### src/rtl/thermal_pkg.sv
// Shared constants, types and timing for the thermal sensor serial slave
package thermal_pkg;

  // ----------------------------------------
  // Clock and timing
  // ----------------------------------------
  localparam int CLK_HZ          = 20_000_000;
  localparam int UPDATE_MS       = 125;
  localparam int UPDATE_CYCLES   = UPDATE_MS * (CLK_HZ / 1000);
  localparam int TIMEOUT_MS      = 25;
  localparam int TIMEOUT_CYCLES  = TIMEOUT_MS * (CLK_HZ / 1000);
  localparam int CNT_W           = 22;

  // ----------------------------------------
  // Register pointer locations
  // ----------------------------------------
  localparam logic [2:0] REG_CAPABILITY = 3'h0;
  localparam logic [2:0] REG_CONFIG     = 3'h1;
  localparam logic [2:0] REG_UPPER      = 3'h2;
  localparam logic [2:0] REG_LOWER      = 3'h3;
  localparam logic [2:0] REG_CRITICAL   = 3'h4;
  localparam logic [2:0] REG_TEMP       = 3'h5;
  localparam logic [2:0] REG_MANUF      = 3'h6;
  localparam logic [2:0] REG_DEVICE     = 3'h7;
  localparam logic [2:0] PTR_RST        = 3'h0;

  // ----------------------------------------
  // Reset values
  // ----------------------------------------
  localparam logic [15:0] CAPABILITY_RST = 16'h002f;
  localparam logic [15:0] TRIP_RST       = 16'h0000;
  localparam logic [9:0]  TEMP_RST       = 10'h000;

  // ----------------------------------------
  // Configuration word bit positions
  // ----------------------------------------
  localparam int CFG_INT_MODE_BIT  = 0;
  localparam int CFG_CRIT_ONLY_BIT = 2;
  localparam int CFG_EVT_EN_BIT    = 3;
  localparam int CFG_INT_CLR_BIT   = 5;
  localparam int CFG_TMO_DIS_BIT   = 7;

  // ----------------------------------------
  // Temperature word field positions
  // ----------------------------------------
  localparam int TW_CRIT_BIT  = 15;
  localparam int TW_ABOVE_BIT = 14;
  localparam int TW_BELOW_BIT = 13;
  localparam int TW_LSB_POS   = 2;

  // ----------------------------------------
  // Types
  // ----------------------------------------
  typedef struct packed {
    logic       scl;
    logic       sda;
    logic [2:0] strap;
  } pins_s;

  typedef struct packed {
    logic tmo_dis;
    logic evt_en;
    logic crit_only;
    logic int_mode;
  } cfg_s;

  localparam pins_s PINS_RST = '{scl: 1'b1, sda: 1'b1, strap: 3'h0};
  localparam cfg_s  CFG_RST  = '{tmo_dis: 1'b0, evt_en: 1'b0, crit_only: 1'b0, int_mode: 1'b0};

  typedef enum logic [3:0] {
    ST_IDLE,
    ST_ADDR,
    ST_PTR,
    ST_WR_MSB,
    ST_WR_LSB,
    ST_ACK,
    ST_TX,
    ST_MACK,
    ST_IGNORE
  } link_state_e;

endpackage

### src/rtl/pin_sync.sv
// Three-stage synchroniser with agreement filter for the serial pins and straps
module pin_sync
  import thermal_pkg::*;
(
  input  wire logic  clock_i,
  input  wire logic  rst_n_i,
  input  wire pins_s pins_i,
  output pins_s      pins_o
);

  pins_s s1_reg;
  pins_s s2_reg;
  pins_s s3_reg;
  pins_s filt_reg;

  // ----------------------------------------
  // Sampling chain
  // ----------------------------------------
  always_ff @(posedge clock_i) begin
    if (!rst_n_i) begin
      s1_reg <= PINS_RST;
      s2_reg <= PINS_RST;
      s3_reg <= PINS_RST;
    end else begin
      s1_reg <= pins_i;
      s2_reg <= s1_reg;
      s3_reg <= s2_reg;
    end
  end

  // ----------------------------------------
  // Change accepted when stages two and three agree
  // ----------------------------------------
  always_ff @(posedge clock_i) begin
    if (!rst_n_i) begin
      filt_reg <= PINS_RST;
    end else begin
      filt_reg <= (s2_reg & s3_reg) | (filt_reg & (s2_reg | s3_reg));
    end
  end

  assign pins_o = filt_reg;

endmodule

### src/rtl/temp_update.sv
// Periodic temperature sample timer
module temp_update
  import thermal_pkg::*;
#(
  parameter int PERIOD = UPDATE_CYCLES
)
(
  input  wire logic clock_i,
  input  wire logic rst_n_i,
  input  wire logic restart_i,
  output logic      sample_o
);

  logic [CNT_W-1:0] cnt_reg;
  logic             sample_reg;

  // ----------------------------------------
  // Period counter
  // ----------------------------------------
  always_ff @(posedge clock_i) begin
    if (!rst_n_i) begin
      cnt_reg    <= '0;
      sample_reg <= 1'b0;
    end else if (restart_i || cnt_reg == CNT_W'(PERIOD - 1)) begin
      cnt_reg    <= '0;
      sample_reg <= 1'b1;
    end else begin
      cnt_reg    <= cnt_reg + CNT_W'(1);
      sample_reg <= 1'b0;
    end
  end

  assign sample_o = sample_reg;

endmodule

### src/rtl/thermal_sensor_serial_slave.sv
// Two-wire serial slave of a module temperature sensor with event output
// Behaviour
// - Slave address is the type code above three strap bits.
// - Strap bit2 is the address MSB of three, bit0 just above R/W.
// - Temperature value refreshed at least eight times per second.
// - Temperature held in a latch; reads never wait for conversion.
// - Configuration registers take defaults at reset before any access.
// - Pointer resets to location zero, the capability register.
// - Pointer keeps its value across reads until rewritten.
// - Register write carries two data bytes after the pointer.
// - Address-only read returns two bytes from the pointed register.
// - Bytes shift most significant bit first both ways.
// - Master ack or nack accepted; nack ends the read.
// - Next measurement completes within 125 ms after a read ends.
// - Device never drives the serial clock; it only samples it.
// - Event output is open drain, pulled low when active.
// - Event fires above critical limit or outside the alarm window.
// - Event can be restricted to the critical condition only.
// - Event works in comparator or interrupt mode by configuration.
// - Temperature is a 10-bit code in 0.25 degree steps.
// - Clock low beyond 25 ms resets the interface; enabled by default.
module thermal_sensor_serial_slave
  import thermal_pkg::*;
#(
  parameter int          UPDATE_CYCLES_P  = UPDATE_CYCLES,
  parameter int          TIMEOUT_CYCLES_P = TIMEOUT_CYCLES,
  // Identification values are arbitrary
  parameter logic [3:0]  DEVICE_TYPE_CODE = 4'h9,
  parameter logic [15:0] MANUF_ID         = 16'h1234,
  parameter logic [15:0] DEVICE_ID        = 16'h5678
)
(
  input  wire logic       clock_i,
  input  wire logic       rst_n_i,
  input  wire logic       scl_i,
  input  wire logic       sda_i,
  output logic            sda_o,
  output logic            sda_oe_o,
  input  wire logic       addr_strap_bit0_i,
  input  wire logic       addr_strap_bit1_i,
  input  wire logic       addr_strap_bit2_i,
  input  wire logic [9:0] temp_code_i,
  output logic            event_o,
  output logic            event_oe_o
);

  // ----------------------------------------
  // Declarations
  // ----------------------------------------
  pins_s        pins_raw;
  pins_s        pins_f;
  logic         scl_d_reg;
  logic         sda_d_reg;
  logic         scl_rise;
  logic         scl_fall;
  logic         start_det;
  logic         stop_det;
  logic [6:0]   own_addr;

  link_state_e  state_reg;
  link_state_e  ack_next_reg;
  logic [7:0]   shreg_reg;
  logic [3:0]   bit_cnt_reg;
  logic [2:0]   ptr_reg;
  logic [7:0]   msb_reg;
  logic [15:0]  rd_word_reg;
  logic         byte_sel_reg;
  logic         m_ack_reg;
  logic         sda_oe_reg;
  logic         sda_o_reg;
  logic         read_done_reg;
  logic         wr_strobe_reg;
  logic [15:0]  wr_data_reg;

  cfg_s         cfg_reg;
  logic [15:0]  upper_reg;
  logic [15:0]  lower_reg;
  logic [15:0]  crit_reg;
  logic [9:0]   temp_reg;
  logic         sample;

  logic [CNT_W-1:0] tmo_cnt_reg;
  logic         tmo_hit;

  logic signed [10:0] temp_q;
  logic         cond_above;
  logic         cond_below;
  logic         cond_crit;
  logic         evt_cond;
  logic         cond_d_reg;
  logic         sticky_reg;
  logic         int_clr;
  logic         event_oe_reg;
  logic         event_o_reg;
  logic [15:0]  temp_word;
  logic [15:0]  cfg_word;
  logic [15:0]  cur_word;

  function automatic logic signed [10:0] deg_q(input logic [15:0] w);
    deg_q = signed'(w[12:2]);
  endfunction

  // ----------------------------------------
  // Pin sampling and bus conditions
  // ----------------------------------------
  // Clock, data and strap inputs
  assign pins_raw = '{scl: scl_i, sda: sda_i, strap: {addr_strap_bit2_i, addr_strap_bit1_i, addr_strap_bit0_i}};

  pin_sync u_sync (
    .clock_i (clock_i),
    .rst_n_i (rst_n_i),
    .pins_i  (pins_raw),
    .pins_o  (pins_f)
  );

  always_ff @(posedge clock_i) begin
    if (!rst_n_i) begin
      scl_d_reg <= 1'b1;
      sda_d_reg <= 1'b1;
    end else begin
      scl_d_reg <= pins_f.scl;
      sda_d_reg <= pins_f.sda;
    end
  end

  assign scl_rise  = pins_f.scl & ~scl_d_reg;
  assign scl_fall  = ~pins_f.scl & scl_d_reg;
  assign start_det = pins_f.scl & scl_d_reg & sda_d_reg & ~pins_f.sda;
  assign stop_det  = pins_f.scl & scl_d_reg & ~sda_d_reg & pins_f.sda;

  // Own address from type code and straps
  assign own_addr = {DEVICE_TYPE_CODE, pins_f.strap[2], pins_f.strap[1], pins_f.strap[0]};

  // ----------------------------------------
  // Clock-low timeout
  // ----------------------------------------
  // Low clock counter
  always_ff @(posedge clock_i) begin
    if (!rst_n_i) begin
      tmo_cnt_reg <= '0;
    end else if (state_reg == ST_IDLE || pins_f.scl || tmo_hit) begin
      tmo_cnt_reg <= '0;
    end else begin
      tmo_cnt_reg <= tmo_cnt_reg + CNT_W'(1);
    end
  end

  assign tmo_hit = !cfg_reg.tmo_dis && tmo_cnt_reg == CNT_W'(TIMEOUT_CYCLES_P - 1);

  // ----------------------------------------
  // Read data selection
  // ----------------------------------------
  assign temp_word = {cond_crit, cond_above, cond_below, temp_reg[9], temp_reg, 2'b00};

  always_comb begin
    cfg_word                    = 16'h0000;
    cfg_word[CFG_INT_MODE_BIT]  = cfg_reg.int_mode;
    cfg_word[CFG_CRIT_ONLY_BIT] = cfg_reg.crit_only;
    cfg_word[CFG_EVT_EN_BIT]    = cfg_reg.evt_en;
    cfg_word[CFG_TMO_DIS_BIT]   = cfg_reg.tmo_dis;
  end

  always_comb begin
    case (ptr_reg)
      REG_CAPABILITY: cur_word = CAPABILITY_RST;
      REG_CONFIG:     cur_word = cfg_word;
      REG_UPPER:      cur_word = upper_reg;
      REG_LOWER:      cur_word = lower_reg;
      REG_CRITICAL:   cur_word = crit_reg;
      REG_TEMP:       cur_word = temp_word;
      REG_MANUF:      cur_word = MANUF_ID;
      default:        cur_word = DEVICE_ID;
    endcase
  end

  // ----------------------------------------
  // Serial protocol engine
  // ----------------------------------------
  always_ff @(posedge clock_i) begin
    if (!rst_n_i) begin
      state_reg     <= ST_IDLE;
      ack_next_reg  <= ST_IDLE;
      shreg_reg     <= 8'h00;
      bit_cnt_reg   <= 4'h0;
      ptr_reg       <= PTR_RST;
      msb_reg       <= 8'h00;
      rd_word_reg   <= 16'h0000;
      byte_sel_reg  <= 1'b0;
      m_ack_reg     <= 1'b0;
      sda_oe_reg    <= 1'b0;
      read_done_reg <= 1'b0;
      wr_strobe_reg <= 1'b0;
      wr_data_reg   <= 16'h0000;
    end else begin
      read_done_reg <= 1'b0;
      wr_strobe_reg <= 1'b0;
      if (tmo_hit) begin
        state_reg  <= ST_IDLE;
        sda_oe_reg <= 1'b0;
      end else if (start_det) begin
        state_reg   <= ST_ADDR;
        bit_cnt_reg <= 4'h0;
        sda_oe_reg  <= 1'b0;
      end else if (stop_det) begin
        state_reg  <= ST_IDLE;
        sda_oe_reg <= 1'b0;
      end else begin
        case (state_reg)
          ST_ADDR, ST_PTR, ST_WR_MSB, ST_WR_LSB: begin
            if (scl_rise) begin
              shreg_reg   <= {shreg_reg[6:0], pins_f.sda};
              bit_cnt_reg <= bit_cnt_reg + 4'h1;
            end else if (scl_fall && bit_cnt_reg == 4'h8) begin
              bit_cnt_reg <= 4'h0;
              state_reg   <= ST_ACK;
              sda_oe_reg  <= 1'b1;
              case (state_reg)
                ST_ADDR: begin
                  if (shreg_reg[7:1] != own_addr) begin
                    state_reg  <= ST_IGNORE;
                    sda_oe_reg <= 1'b0;
                  end else if (shreg_reg[0]) begin
                    ack_next_reg <= ST_TX;
                    rd_word_reg  <= cur_word;
                  end else begin
                    ack_next_reg <= ST_PTR;
                  end
                end
                ST_PTR: begin
                  ptr_reg      <= shreg_reg[2:0];
                  ack_next_reg <= ST_WR_MSB;
                end
                ST_WR_MSB: begin
                  msb_reg      <= shreg_reg;
                  ack_next_reg <= ST_WR_LSB;
                end
                default: begin
                  wr_strobe_reg <= 1'b1;
                  wr_data_reg   <= {msb_reg, shreg_reg};
                  ack_next_reg  <= ST_IGNORE;
                end
              endcase
            end
          end
          ST_ACK: begin
            if (scl_fall) begin
              state_reg   <= ack_next_reg;
              bit_cnt_reg <= 4'h0;
              if (ack_next_reg == ST_TX) begin
                shreg_reg    <= rd_word_reg[15:8];
                sda_oe_reg   <= ~rd_word_reg[15];
                byte_sel_reg <= 1'b0;
              end else begin
                sda_oe_reg <= 1'b0;
              end
            end
          end
          ST_TX: begin
            if (scl_fall) begin
              if (bit_cnt_reg == 4'h7) begin
                sda_oe_reg <= 1'b0;
                state_reg  <= ST_MACK;
              end else begin
                sda_oe_reg  <= ~shreg_reg[6];
                shreg_reg   <= {shreg_reg[6:0], 1'b0};
                bit_cnt_reg <= bit_cnt_reg + 4'h1;
              end
            end
          end
          ST_MACK: begin
            if (scl_rise) begin
              m_ack_reg <= ~pins_f.sda;
            end else if (scl_fall) begin
              if (m_ack_reg) begin
                bit_cnt_reg  <= 4'h0;
                byte_sel_reg <= ~byte_sel_reg;
                state_reg    <= ST_TX;
                if (byte_sel_reg) begin
                  shreg_reg  <= rd_word_reg[15:8];
                  sda_oe_reg <= ~rd_word_reg[15];
                end else begin
                  shreg_reg  <= rd_word_reg[7:0];
                  sda_oe_reg <= ~rd_word_reg[7];
                end
              end else begin
                state_reg     <= ST_IGNORE;
                read_done_reg <= 1'b1;
              end
            end
          end
          default: begin
            sda_oe_reg <= 1'b0;
          end
        endcase
      end
    end
  end

  // Data pin level is always low
  always_ff @(posedge clock_i) begin
    if (!rst_n_i) begin
      sda_o_reg <= 1'b0;
    end else begin
      sda_o_reg <= 1'b0;
    end
  end

  // ----------------------------------------
  // Register file and temperature latch
  // ----------------------------------------
  always_ff @(posedge clock_i) begin
    if (!rst_n_i) begin
      cfg_reg   <= CFG_RST;
      upper_reg <= TRIP_RST;
      lower_reg <= TRIP_RST;
      crit_reg  <= TRIP_RST;
    end else if (wr_strobe_reg) begin
      case (ptr_reg)
        REG_CONFIG: begin
          cfg_reg.int_mode  <= wr_data_reg[CFG_INT_MODE_BIT];
          cfg_reg.crit_only <= wr_data_reg[CFG_CRIT_ONLY_BIT];
          cfg_reg.evt_en    <= wr_data_reg[CFG_EVT_EN_BIT];
          cfg_reg.tmo_dis   <= wr_data_reg[CFG_TMO_DIS_BIT];
        end
        REG_UPPER:    upper_reg <= wr_data_reg;
        REG_LOWER:    lower_reg <= wr_data_reg;
        REG_CRITICAL: crit_reg  <= wr_data_reg;
        default:      cfg_reg   <= cfg_reg;
      endcase
    end
  end

  // Periodic refresh, restarted at read end
  temp_update #(
    .PERIOD (UPDATE_CYCLES_P)
  ) u_update (
    .clock_i   (clock_i),
    .rst_n_i   (rst_n_i),
    .restart_i (read_done_reg),
    .sample_o  (sample)
  );

  always_ff @(posedge clock_i) begin
    if (!rst_n_i) begin
      temp_reg <= TEMP_RST;
    end else if (sample) begin
      temp_reg <= temp_code_i;
    end
  end

  // ----------------------------------------
  // Event output
  // ----------------------------------------
  assign temp_q     = signed'({temp_reg[9], temp_reg});
  assign cond_above = temp_q > deg_q(upper_reg);
  assign cond_below = temp_q < deg_q(lower_reg);
  assign cond_crit  = temp_q > deg_q(crit_reg);
  assign evt_cond   = cfg_reg.crit_only ? cond_crit : (cond_above | cond_below | cond_crit);
  assign int_clr    = wr_strobe_reg && ptr_reg == REG_CONFIG && wr_data_reg[CFG_INT_CLR_BIT];

  always_ff @(posedge clock_i) begin
    if (!rst_n_i) begin
      cond_d_reg   <= 1'b0;
      sticky_reg   <= 1'b0;
      event_oe_reg <= 1'b0;
      event_o_reg  <= 1'b0;
    end else begin
      cond_d_reg  <= evt_cond;
      event_o_reg <= 1'b0;
      // Crossing sets sticky; set wins over clear
      if (evt_cond != cond_d_reg) begin
        sticky_reg <= 1'b1;
      end else if (int_clr) begin
        sticky_reg <= 1'b0;
      end
      // Mode select, pull low when active
      event_oe_reg <= cfg_reg.evt_en & (cfg_reg.int_mode ? sticky_reg : evt_cond);
    end
  end

  assign sda_o      = sda_o_reg;
  assign sda_oe_o   = sda_oe_reg;
  assign event_o    = event_o_reg;
  assign event_oe_o = event_oe_reg;

endmodule

### config.mk
export PLATFORM = sky130hd
export DESIGN_NAME = thermal_sensor_serial_slave
export DESIGN_NICKNAME = d
export VERILOG_FILES = /design/src/rtl/thermal_pkg.sv /design/src/rtl/pin_sync.sv /design/src/rtl/temp_update.sv /design/src/rtl/thermal_sensor_serial_slave.sv
export SDC_FILE = /design/constraint.sdc
export NUM_CORES = 1
export LEC_CHECK = 0
export ABC_AREA = 1
export BUFFER_PORTS_ARGS = -buffer_cell sky130_fd_sc_hd__buf_2
export CAP_MARGIN = 20
export CORE_MARGIN = 2
export CORE_UTILIZATION = 50
export DETAILED_ROUTE_END_ITERATION = 7
export PLACE_DENSITY = 0.78
export SKIP_LAST_GASP = 1
export SLEW_MARGIN = 20
export SYNTH_ARGS = -nofsm -noshare
export SYNTH_HDL_FRONTEND = slang
export SYNTH_HIERARCHICAL = 1
export SYNTH_SLANG_ARGS = --single-unit
### constraint.sdc
create_clock -name clock_i -period 3.9 [get_ports clock_i]
set_clock_uncertainty 0.15 [all_clocks]
set_input_delay 0.585 -clock clock_i [delete_from_list [all_inputs] [get_ports clock_i]]
set_output_delay 0.585 -clock clock_i [all_outputs]
set_load 0.02 [all_outputs]
Yosys cells after proc, flatten, opt, wreduce, memory -nomap -nowiden
Index checks and enable logic that the tools add are counted.
{"block": "totals", "inputBits": 17, "out_inout_bits": 4, "register_bits": 200, "elab_cells": 231}
{"block": "classes", "n_reduce_logical": 39, "n_eq_ne": 47, "mux": 64, "addsub": 3, "n_lt_le_gt_ge": 3, "n_bitwise": 33}
{"operator": "16-bit case mux with 7 select lines", "n": 1}
{"operator": "4-bit 2-to-1 mux", "n": 21}
{"operator": "8-bit 2-to-1 mux", "n": 9}
{"operator": "22-bit by 1-bit adder with 22-bit output (second input constant)", "n": 2}
{"operator": "7-bit AND reduction", "n": 5}
{"operator": "4-bit inequality test (second input constant)", "n": 8}
{"operator": "4-bit case mux with 4 select lines", "n": 2}
{"operator": "8-bit case mux with 4 select lines", "n": 1}
{"operator": "1-bit 2-to-1 mux", "n": 26}
{"operator": "2-bit inequality test (second input constant)", "n": 13}
{"operator": "4-bit by 3-bit equality test with 1-bit output (second input constant)", "n": 6}
{"operator": "22-bit by 19-bit equality test with 1-bit output (second input constant)", "n": 1}
{"operator": "22-bit equality test (second input constant)", "n": 1}
{"operator": "10-bit by 11-bit > comparator with 1-bit output", "n": 2}
{"operator": "1-bit inverter", "n": 19}
{"operator": "3-bit inequality test (second input constant)", "n": 6}
{"operator": "9-bit AND reduction", "n": 2}
{"operator": "8-bit AND reduction", "n": 2}
{"operator": "7-bit OR reduction", "n": 2}
{"operator": "4-bit case mux with 3 select lines", "n": 1}
{"operator": "12-bit AND reduction", "n": 1}
{"operator": "10-bit by 11-bit < comparator with 1-bit output", "n": 1}
{"operator": "5-bit AND", "n": 2}
{"operator": "5-bit OR", "n": 2}
{"operator": "29 further kinds", "n": 53}

Depth between registers and ports, before layout
{"block": "logic_depth", "word_depth": 8, "depth_mapped": 17, "ltp_nobuf": 17}

Cells and area by module
The synthesis kept the hierarchy.
{"module": "thermal_sensor_serial_slave", "n_inst": 1, "seq_area_each_um2": 3143.0, "area_each_um2": 7795.0, "cells_each": 1073}
{"module": "temp_update", "n_inst": 1, "seq_area_each_um2": 460.4, "area_each_um2": 1217.4, "cells_each": 173}
{"module": "pin_sync", "n_inst": 1, "seq_area_each_um2": 400.4, "area_each_um2": 595.6, "cells_each": 61}

Least setup slack after synthesis
OpenSTA, ideal clock, no wires.
{"block": "synth_path", "path_kind": "register -> register", "start": "reg temp_reg[9]", "end": "reg sticky_reg", "synth_period_minus_slack_ps": 1871, "arrival_time_ps": 1611, "required_time_ps": 3640, "slack_ps": 2029, "n_path_buf": 0, "setup_ps": 110, "path_stages_with_launch": 16, "cell_sequence": "dfxtp_1 -> ha_1 -> nand2_1 -> nor2_1 -> and2_1 -> nand2_1 -> nand3_1 -> nand2_1 -> nand3_1 -> nand2_1 -> nand2_1 -> nand2_1 -> nand2_1 -> nand3_1 -> nand2_1 -> inv_1"}
{"block": "synth_between", "elab_chain_len": 6, "word_cells_on_any_way": 9, "classes_between": "order compare: 3; eq/ne: 1; mux: 2; bitwise: 2; reduce/logical: 1"}
{"item": "from (decl)", "line_no": "thermal_sensor_serial_slave.sv:79", "rtl": "logic [9:0] temp_reg;"}
{"item": "from (signal assigned)", "line_no": "thermal_sensor_serial_slave.sv:347", "rtl": "temp_reg <= temp_code_i;"}
{"item": "10-bit by 11-bit > comparator with 1-bit output / 10-bit by 11-bit < comparator with 1-bit output (equally long branches)", "line_no": "thermal_sensor_serial_slave.sv:355, thermal_sensor_serial_slave.sv:356"}
{"item": "1-bit OR (2 in a row)", "line_no": "thermal_sensor_serial_slave.sv:358", "rtl": "assign evt_cond = cfg_reg.crit_only ? cond_crit : (cond_above | cond_below | cond_crit);"}
{"item": "1-bit 2-to-1 mux (*)", "line_no": "thermal_sensor_serial_slave.sv:358"}
{"item": "1-bit inequality test (*)", "line_no": "thermal_sensor_serial_slave.sv:371", "rtl": "if (evt_cond != cond_d_reg) begin"}
{"item": "1-bit 2-to-1 mux / 2-bit nonzero test (equally long branches)"}
{"item": "to (signal assigned)", "line_no": "thermal_sensor_serial_slave.sv:364", "rtl": "sticky_reg <= 1'b0;"}
{"item": "to (signal assigned)", "line_no": "thermal_sensor_serial_slave.sv:372", "rtl": "sticky_reg <= 1'b1;"}
{"item": "to (signal assigned)", "line_no": "thermal_sensor_serial_slave.sv:374", "rtl": "sticky_reg <= 1'b0;"}
{"item": "to (decl)", "line_no": "thermal_sensor_serial_slave.sv:91", "rtl": "logic sticky_reg;"}
Every way passes the cells marked *; elsewhere a longest branch is shown, timed or not.
A chain may end at the register's enable or synchronous reset.

Worst setup path after layout
{"block": "layout_path", "start": "reg ptr_reg[2]", "end": "reg lower_reg[6]"}
{"block": "layout_between", "elab_chain_len": 2}
{"item": "from (decl)", "line_no": "thermal_sensor_serial_slave.sv:64", "rtl": "logic [2:0] ptr_reg;"}
{"item": "from (signal assigned)", "line_no": "thermal_sensor_serial_slave.sv:230", "rtl": "ptr_reg <= shreg_reg[2:0];"}
{"item": "3-bit by 2-bit equality test with 1-bit output", "line_no": "thermal_sensor_serial_slave.sv:318", "rtl": "case (ptr_reg)"}
{"item": "2-bit AND reduction (no source line)"}
{"item": "to (signal assigned)", "line_no": "thermal_sensor_serial_slave.sv:326", "rtl": "REG_LOWER: lower_reg <= wr_data_reg;"}
{"item": "to (decl)", "line_no": "thermal_sensor_serial_slave.sv:77", "rtl": "logic [15:0] lower_reg;"}
No other way between the ends.

==> impl_results.md <==
* Gpl congestion at 0.952
* Largest net degree at the start of global routing at 68
* Post-synth ARST share at 0%
* Required time of the critical path at 4110 ps
* Kind of critical path: reg -> reg
* Status: complete, no violations
* Fillers at 1734
* Postcts setup bufs at 0
* Number of global-route vias before repair at 7948
* Global-route wire length before repair at 37.6 mm
* Final Net Count at 1363
* DRT Wirelength at 22.6 mm
* Via total after detailed routing at 8522
* Hold Fails Final Rpt at 0
* Reg clk slew, reported paths at 70 ps
* Final setup violating endpoints at 0
* Vias per cell at 5.47
* Arrival time at the worst endpoint at 2880 ps
* Clock Latency Late Sink at 450 ps
* Post-synthesis sequential area ratio at 41.7%
* HPWL Detailed at 16.2 mm
* Crit end category: flop
* Post-Place Setup Slack at 1310 ps
* Area growth syn-to-layout at 8.17%
* Most frequent cell after synthesis: nand2_1
* Slew headroom at 41.1%
* 1st-iter DRT viols at 718
* Total power at 4370 uW
* PostCTS Resize Cnt at 0
* Hold crit path type: in -> reg
* Final setup margin at 1240 ps
* Root Driver: clkbuf_16
* Die Area at 20300 sq um
* Hold_buf cts at 0
* Total Routing Usage GR at 22.9%
* Post-synth top area cell: dfxtp_1
* Fin cells at 1557
* ANT nets after route at 0
* Mapped cell area at 9610 sq um
* Cells on Worst Hold Path at 2
* Boundary pin count at 21
* Pwr Density at 420 nW/um^2
* LEAKAGE at 0.00413 uW
* Min-Delay Startpoint: scl_i
* Startpoint Class: flop
* Die Span Y at 143 microns
* Top cells by area, synth: dfxtp_1 42%, nand2_1 8.4%, nor2_1 6.6%
* Max IR drop VDD at 315 uV
* Final period demand of the worst path at 2660 ps
* Layout cell share with drive strength beyond 1 at 8.47%
* Grt ovf at 0
* Count of flip-flops with a built-in enable after synthesis at 0
* Period utilization at 68.3%
* Die X at 143 microns
* Initial Utilization at 51.2%
* Rows at 50
* CTS tree: built
* Initial antenna violation count at 0
* Placeable Area at 18800 sq um
* Antenna Cells at 0
* Syn avg cell area at 7.35 sq um
* Post-route cell area at 10400 sq um
* Reg2reg path depth at 6
* Longest Clk Path Bufs at 2
* H-tree Lvls at 4
* IO buf count at 18
* Drt drc at 0
* Netlist cell types at 48
* Setup TNS at 0 ps
* Worst-margin pin slew at 882 ps
* Worst setup path startpoint: ptr_reg[2]
* Synth cell count leaders: 216 x nand2_1, 200 x dfxtp_1, 168 x nor2_1
* Max-cap violations at 0
* Flops & latches, synth at 200
* TritonCTS sink count at 200
* Total CTS buffers at 17
* Achievable Freq at 0.376 GHz
* Worst r2r src: ptr_reg[2]
* Routed wire per std cell at 14.5 microns
* Unrepaired setup endpoints after global routing: false
* Dominant synthesized flop cell: dfxtp_1
* Critical path peak fanout at 28
* Fin. max-slew vios at 0
* Placed instance area at 9820 sq um
* Synth Instances at 1307
* Pre-Repair DR Iteration Count at 6
* Synth top area share at 41.7%
* Synth Warn # at 6
* Dpl cells at 1525
[metal layers]
layer	vias up	global-route usage, %	part of all wire (%)
met4	0	9.17	2.4
met5	-	0	0
met2	284	36.8	45
li1	4292	-	-
met3	44	5.10	7.2
met1	3902	30.0	45
[stage by stage]
stage	hold slack [ps]	utilization, %
floorplan	236	-
global placement	239	52.3
detailed placement	242	52.3
CTS	154	55.3
global route	161	55.4
finish	167	55.4
[worst paths after layout]
check / slack (ps) / endpoint
worst max-delay path: 1240 / lower_reg[6]
worst min-delay path: 170 / u_sync/s1_reg[4]
worst max register to register: 1240 / lower_reg[6]
worst min register to register: 260 / u_sync/s2_reg[3]
[kinds of logic (layout without fill, tap and decap cells)]
logic type                 after synthesis  in the layout  synth area share [%]
adders and majority gates               36             36                  4.69
xor gates and xnor gates                21             21                  1.91
and+or+nand+nor                        536            536                  25.3
AOI/OAI and AO/OA                      295            295                  17.2
buffers and inverters                  217            232                  9.12
other                                    1              2                0.0390
DFF                                    200            200                  41.7
muxes                                    1              1                 0.104
[power by group]
group | leakage (uW) | internal, uW | total (uW) | switching (uW)
logic | 0.00224 | 152 | 478 | 326
clock network | 0.000275 | 926 | 1730 | 800
registers | 0.00162 | 2090 | 2160 | 69.0
total | 0.00413 | 3170 | 4370 | 1200
[layout make-up]
cell class	count	area (sq um)	area share, %
Sequential cell	200	4000	38.5
Timing Repair Buffer	21	113	1.08
Inverter	179	672	6.47
Tap cell	234	293	2.82
Clock inverter	11	111	1.07
Multi-Input combinational cell	891	4740	45.6
Clock buffer	21	460	4.43
[cells in the final DEF (no fill, tap or decap), types with 4 or more instances in the layout]
cell type,n
a211oi_1,19
a21o_1,4
a21oi_1,122
a221oi_1,11
buf_2,18
clkbuf_16,17
dfxtp_1,200
ha_1,36
inv_1,163
inv_2,13
inv_6,5
nand2_1,216
nand2_2,5
nand2_4,4
nand3_1,53
nand3_2,5
nand4_1,23
nor2_1,167
nor2_2,17
nor2_4,11
nor3_1,16
nor4_1,6
o21ai_0,102
o21ai_1,8
o221ai_1,4
o22ai_1,8
or2_1,6
xnor2_1,10
xor2_1,11
[worst max-delay path, cell delays in order, from the launching register on]
cell and delay [ps]:
dfxtp_1 420, inv_1 130, nand3_1 390, clkinv_1 410
nand2_1 750, o21ai_0 190, a21oi_1 140
(Power assumes the default switching activity.)
